## config.mk

```make
export PLATFORM = sky130hd
export DESIGN_NAME = rvt_ring_timing
export DESIGN_NICKNAME = d
export VERILOG_FILES = /design/src/inc/rvt_pkg.sv /design/src/hw/rvt_tick_gen.sv /design/src/hw/rvt_ring_timing.sv
export SDC_FILE = /design/constraint.sdc
export NUM_CORES = 1
export LEC_CHECK = 0
export ABC_CLOCK_PERIOD_IN_PS = 2800
export BUFFER_PORTS_ARGS = -buffer_cell sky130_fd_sc_hd__buf_2
export CORE_ASPECT_RATIO = 1.1
export CORE_MARGIN = 2
export CORE_UTILIZATION = 59
export DETAILED_ROUTE_END_ITERATION = 8
export PLACE_DENSITY = 0.92
export SETUP_SLACK_MARGIN = 0.2
export SLEW_MARGIN = 10
export SYNTH_ARGS = -nofsm -noshare
export SYNTH_HDL_FRONTEND = slang
export SYNTH_SLANG_ARGS = --single-unit
```

## constraint.sdc

```tcl
create_clock -name mclk -period 2.8 [get_ports mclk]
set_input_delay 0.28 -clock mclk [delete_from_list [all_inputs] [get_ports mclk]]
set_output_delay 0.28 -clock mclk [all_outputs]
set_load 0.01 [all_outputs]
```

## src/inc/rvt_pkg.sv

```systemverilog
`default_nettype none
package rvt_pkg;

   // Clock and time base
   localparam int CLK_PERIOD_NS = 10;
   localparam int TICK_TIME_US  = 2000;
   localparam int TICK_CYCLES   = (TICK_TIME_US * 1000) / CLK_PERIOD_NS;

   // Indication delay unit and code range
   localparam int DELAY_UNIT_MS    = 256;
   localparam int DELAY_UNIT_TICKS = (DELAY_UNIT_MS * 1000) / TICK_TIME_US;
   localparam int DELAY_CODE_W     = 3;
   localparam int DELAY_TICK_W     = 10;

   // Qualification timer width
   localparam int QUAL_W = 6;

   // Reset values and decrement steps
   localparam logic [QUAL_W-1:0]       QUAL_RESET  = 6'h00;
   localparam logic [DELAY_TICK_W-1:0] DELAY_ZERO  = 10'h000;
   localparam logic [DELAY_TICK_W-1:0] DELAY_ONE   = 10'h001;
   localparam logic [QUAL_W-1:0]       QUAL_ONE    = 6'h01;

   typedef struct packed {
      logic [DELAY_CODE_W-1:0] ring_indication_delay;
      logic [QUAL_W-1:0]       ring_high_freq_threshold;
      logic [QUAL_W-1:0]       qualLoad;
   } rvt_cfg_s;

   typedef struct packed {
      logic              ringTooFast;
      logic              ringAccepted;
      logic [QUAL_W-1:0] qualTimer;
   } rvt_qual_s;

   typedef enum logic [1:0] {
      IND_IDLE,
      IND_WAIT,
      IND_ON
   } rvt_ind_e;

endpackage
`default_nettype wire

```

## src/hw/rvt_tick_gen.sv

```systemverilog
`timescale 1ns/1ns
`default_nettype none
module rvt_tick_gen #(
   parameter int TICK_CYCLES = rvt_pkg::TICK_CYCLES
) (
   input  wire logic mclk,
   input  wire logic reset_n,
   output var  logic tick
);
   localparam int CW = $clog2(TICK_CYCLES);
   localparam logic [CW-1:0] LAST = CW'(TICK_CYCLES - 1);
   localparam logic [CW-1:0] ZERO = CW'(0);
   localparam logic [CW-1:0] ONE  = CW'(1);

   logic [CW-1:0] count;
   logic [CW-1:0] next_count;
   logic          next_tick;

   always_comb begin
      next_count = count + ONE;
      next_tick  = 1'b0;
      if (count == LAST) begin
         next_count = ZERO;
         next_tick  = 1'b1;
      end
   end

   always_ff @(posedge mclk) begin
      if (!reset_n) begin
         count <= ZERO;
         tick  <= 1'b0;
      end else begin
         count <= next_count;
         tick  <= next_tick;
      end
   end
endmodule
`default_nettype wire

```

## src/hw/rvt_ring_timing.sv

```systemverilog
`timescale 1ns/1ns
`default_nettype none
module rvt_ring_timing #(
   parameter int TICK_CYCLES = rvt_pkg::TICK_CYCLES
) (
   input  wire logic                                mclk,
   input  wire logic                                reset_n,
   input  wire rvt_pkg::rvt_cfg_s                   cfg,
   input  wire logic                                ringEvent,
   input  wire logic                                ringValidated,
   output var  rvt_pkg::rvt_qual_s                  qual,
   output var  logic                                ringIndicate,
   output var  logic                                delayBusy,
   output var  logic [rvt_pkg::DELAY_TICK_W-1:0]    delayRemain
);
   localparam int QW = rvt_pkg::QUAL_W;
   localparam int DW = rvt_pkg::DELAY_TICK_W;

   // Limits: threshold above load never rejects
   // Free-running tick: timer and delay up to one tick short
   // Event and tick together: event wins, tick dropped
   // New delay needs one idle cycle after indication drops

   logic tick;

   // One shared 2 ms time base for both timers
   rvt_tick_gen #(
      .TICK_CYCLES (TICK_CYCLES)
   ) u_tick (
      .mclk    (mclk),
      .reset_n (reset_n),
      .tick    (tick)
   );

   // Delay code to tick count, linear in 256 ms steps
   function automatic logic [DW-1:0] delay_ticks(
      input logic [rvt_pkg::DELAY_CODE_W-1:0] code
   );
      delay_ticks = DW'(int'(code) * rvt_pkg::DELAY_UNIT_TICKS);
   endfunction

   // Ring frequency qualification
   logic [QW-1:0] qualTimer;
   logic [QW-1:0] next_qualTimer;
   logic          tooFast;
   logic          next_tooFast;
   logic          accepted;
   logic          next_accepted;

   function automatic logic over_threshold(
      input logic [QW-1:0] timer,
      input logic [QW-1:0] threshold
   );
      over_threshold = (timer > threshold);
   endfunction

   function automatic logic [QW-1:0] timer_less_one(
      input logic [QW-1:0] timer
   );
      timer_less_one = rvt_pkg::QUAL_RESET;
      if (timer != rvt_pkg::QUAL_RESET) begin
         timer_less_one = timer - rvt_pkg::QUAL_ONE;
      end
   endfunction

   // Output carrier for the qualification result
   function automatic rvt_pkg::rvt_qual_s pack_qual(
      input logic [QW-1:0] timer,
      input logic          fast,
      input logic          ok
   );
      pack_qual.qualTimer    = timer;
      pack_qual.ringTooFast  = fast;
      pack_qual.ringAccepted = ok;
   endfunction

   always_comb begin
      next_qualTimer = qualTimer;
      next_tooFast   = 1'b0;
      next_accepted  = 1'b0;
      if (ringEvent) begin
         if (over_threshold(qualTimer, cfg.ring_high_freq_threshold)) begin
            next_tooFast = 1'b1;
         end else begin
            next_accepted = 1'b1;
         end
         // reload on event
         // Reload comes after the compare, which sees the old value
         next_qualTimer = cfg.qualLoad;
      end else if (tick) begin
         next_qualTimer = timer_less_one(qualTimer);
      end
   end

   always_ff @(posedge mclk) begin
      if (!reset_n) begin
         // Timer starts at zero, so the first ring is accepted
         qualTimer <= rvt_pkg::QUAL_RESET;
         tooFast   <= 1'b0;
         accepted  <= 1'b0;
      end else begin
         qualTimer <= next_qualTimer;
         tooFast   <= next_tooFast;
         accepted  <= next_accepted;
      end
   end

   always_comb begin
      qual = pack_qual(qualTimer, tooFast, accepted);
   end

   // Indication delay
   rvt_pkg::rvt_ind_e indState;
   rvt_pkg::rvt_ind_e next_indState;
   logic [DW-1:0]     delayCount;
   logic [DW-1:0]     next_delayCount;
   logic [DW-1:0]     delayLoad;
   logic              next_ringIndicate;
   logic              next_delayBusy;

   // State decode shared by the ringIndicate and delayBusy output flags
   function automatic logic in_state(
      input rvt_pkg::rvt_ind_e state,
      input rvt_pkg::rvt_ind_e wanted
   );
      in_state = (state == wanted);
   endfunction

   function automatic logic [DW-1:0] delay_less_one(
      input logic [DW-1:0] count
   );
      delay_less_one = rvt_pkg::DELAY_ZERO;
      if (count != rvt_pkg::DELAY_ZERO) begin
         delay_less_one = count - rvt_pkg::DELAY_ONE;
      end
   endfunction

   always_comb begin
      next_indState   = indState;
      next_delayCount = delayCount;
      delayLoad       = delay_ticks(cfg.ring_indication_delay);
      case (indState)
         rvt_pkg::IND_IDLE: begin
            if (ringValidated) begin
               next_delayCount = delayLoad;
               // Code zero goes straight to the indication
               if (delayLoad == rvt_pkg::DELAY_ZERO) begin
                  next_indState = rvt_pkg::IND_ON;
               end else begin
                  next_indState = rvt_pkg::IND_WAIT;
               end
            end
         end
         rvt_pkg::IND_WAIT: begin
            // Validation lost during delay cancels the indication
            if (!ringValidated) begin
               next_indState   = rvt_pkg::IND_IDLE;
               next_delayCount = rvt_pkg::DELAY_ZERO;
            end else if (tick) begin
               next_delayCount = delay_less_one(delayCount);
               if (delayCount == rvt_pkg::DELAY_ONE) begin
                  next_indState = rvt_pkg::IND_ON;
               end
            end
         end
         rvt_pkg::IND_ON: begin
            // Indication stands as long as validation does
            next_delayCount = rvt_pkg::DELAY_ZERO;
            if (!ringValidated) begin
               next_indState = rvt_pkg::IND_IDLE;
            end
         end
         default: begin
            next_indState   = rvt_pkg::IND_IDLE;
            next_delayCount = rvt_pkg::DELAY_ZERO;
         end
      endcase
      next_ringIndicate = in_state(next_indState, rvt_pkg::IND_ON);
      next_delayBusy    = in_state(next_indState, rvt_pkg::IND_WAIT);
   end

   always_ff @(posedge mclk) begin
      if (!reset_n) begin
         indState     <= rvt_pkg::IND_IDLE;
         delayCount   <= rvt_pkg::DELAY_ZERO;
         ringIndicate <= 1'b0;
         delayBusy    <= 1'b0;
      end else begin
         indState     <= next_indState;
         delayCount   <= next_delayCount;
         ringIndicate <= next_ringIndicate;
         delayBusy    <= next_delayBusy;
      end
   end

   always_comb begin
      delayRemain = delayCount;
   end
endmodule
`default_nettype wire

```

==> flow_summary.toml <==
[setup_path]
worst_path_max_delay_cell = "o21ai_0"
path_max_fanout = 8
arrival_ns = 2.03
worst_path_largest_cell_delay_ns = 0.58
worst_setup_path_end_kind = "register"
required_ns = 2.96
start_kind = "register"
path_class = "reg2reg"
crit_chain = "nor4_4 > a311oi_1 > o21ai_0 > a21oi_1"
cp.buffers_inverters = 0
crit_family = "compound AO/OA/AOI/OAI gates"

[synth]
synth_edf_count = 0
ys.flop_type = "dfxtp_1"
synth_top_area_share_pct = 37.6
synth_area_leader_cell = "dfxtp_1"
synthesis.instances = 251
synth_nets = 281
post-synth-top-count-cell = "dfxtp_1"
yosys_warnings = 0
synthTopCellsByArea = "dfxtp_1 38%, ha_1 6.3%, a21oi_1 5.0%"
async_reset_ff_share_pct = 0
synth_common_cells = "41 x dfxtp_1, 22 x a21oi_1, 20 x nor2_1"
avgSynthCellArea_um2 = 8.70
yosysSeqAreaShare_pct = 37.6
ys_types = 53
synthesis.area_um2 = 2180
synth-seq-cells = 41

[drt]
wl_per_cell_um = 12.9
dr_total_vias = 1933
dr.pass1.iters = 4
dr.first_iter.drc_count = 173
vias_per_cell = 5.70
routed_wl_mm = 4.36
drc = 0
ant_nets = 0

[placement]
io_buffers = 38
globalplace.congestion = 0.868
pre_cts_slack_ns = 0.979
dp.cells = 331
hpwl_mm = 3.20

[timing]
setup_ws_ns = 0.926
period_share_pct = 66.9
hold_violations = 0
max_slew_margin_pct = 54.4
setup_viol = 0
clock_skew_ns = 0.0134
finalMaxSlewViolations = 0
timing.hold.ws_ns = 0.214
worst_pin_slew_ns = 0.676
min_period_ns = 1.87
rsz0062_at_grt = "false"
tns_ns = 0
clock.fmax_ghz = 0.534

[floorplanning]
fp-row-count = 23
core_um2 = 3600
pin_count = 39
die_width_um = 62.0
initial_core_util_pct = 60.7
die_area_um2 = 4210
die_h_um = 67.8

[global_routing]
grt_pass1_wl_mm = 7.24
grtUsageMet1_pct = 26.5
grt-busiest-layer = "met2"
grtUsageMet3_pct = 6.62
grt_max_degree = 18
overflow = 0
antenna_found_initial = 0
first_global_vias = 1762
grt_use_met2_pct = 37.9
track_usage_pct = 22.9

[cts]
root_buffer = "clkbuf_8"
insertion_delay_ns = 0.30
cts_hold_buf = 0
cts_setup_buffers = 0
clock_path_buffers = 2
cts_resized = 0
cts_num_sinks = 41
path_clk_slew_ns = 0.09
cts_tree = "yes"
cts_buffers = 5
h-tree-depth = 2

[final_layout]
antenna_cells = 0
stdcell_count = 339
drive_above_1_share_pct = 20.1
area_growth_pct = 15.2
nNetsFinal = 318

[run_status]
status = "finished, final reports clean"

[pwr]
power_density_nw_per_um2 = 562
vdd_drop_max_uv = 384
p_leak_nw = 1.09

[worst_hold_path]
min_path_type = "in2reg"

[flow_run]
drv_cap = 0
path summary, 6_finish.rpt:
check / slack (ns) / endpoint / depth (start not counted) / start
min reg2reg: 0.44 / u_tick.count[0]$_SDFF_PP0_ / 1 / u_tick.count[0]$_SDFF_PP0_
min: 0.21 / qualTimer[2]$_SDFFE_PN0P_ / 2 / cfg[2]
max reg2reg: 0.93 / delayRemain[2]$_SDFFE_PN0P_ / 4 / delayRemain[2]$_SDFFE_PN0P_
max: 0.93 / delayRemain[2]$_SDFFE_PN0P_ / 4 / delayRemain[2]$_SDFFE_PN0P_
power breakdown:
group	switching, mW	internal [mW]	total [mW]
Combinational	0.112	0.104	0.216
Clock	0.206	0.354	0.560
Sequential	0.0314	0.607	0.639
state kept, by name, indices dropped and copies added, names as in the netlist:
name and cells:
u_tick.tick 1, ringIndicate 1, tooFast 1, delayBusy 1, delayRemain 10, indState 2
accepted 1, u_tick.count 18, qualTimer 6
cell families (layout without fill, tap and decap cells):
kind of cell / Yosys count / after routing / share of synthesized area [%]
flops: 41 / 41 / 37.6
buf+inv: 27 / 65 / 5.96
fa+ha+maj: 11 / 11 / 6.30
xor+xnor: 16 / 16 / 6.41
compound gates: 58 / 58 / 16.9
mux: 1 / 1 / 0.458
simple gates: 97 / 97 / 26.4
layer usage:
metal	vias to the layer above	wire, um
met4	0	87
met5	-	0
met3	9	202
li1	976	-
met1	891	1910
met2	57	2160
through the flow:
step	util, %	power, mW	cell area, um2
detailed placement	66.2	0.865	2380
finish	69.9	1.41	2520
CTS	69.9	1.42	2520
global placement	66.2	0.857	2380
global route	69.9	1.48	2520
floorplan	-	0.806	2180
placed cells by master, fill, tap and decap left out, types with 5 or more instances in the layout:
cell      instances
clkbuf_8          5
nand2_1          14
nand3_1           7
ha_1             11
buf_2            38
inv_1            18
a21oi_1          22
xnor2_1           7
nor4_1            5
nand4_1           5
o21ai_0          15
nor3_1            6
nor2_1           20
dfxtp_1          41
or3_1            11
xor2_1            9
area by class of cell:
type | count | area (um2)
multi-input combinational | 183 | 1230
sequential | 41 | 821
timing repair buffer | 39 | 198
fill | 285 | 1080
clock inverter | 3 | 65.1
tap | 50 | 62.6
inverter | 18 | 67.6
clock buffer | 5 | 68.8
Note: power is estimated with default switching activity, not from simulation.
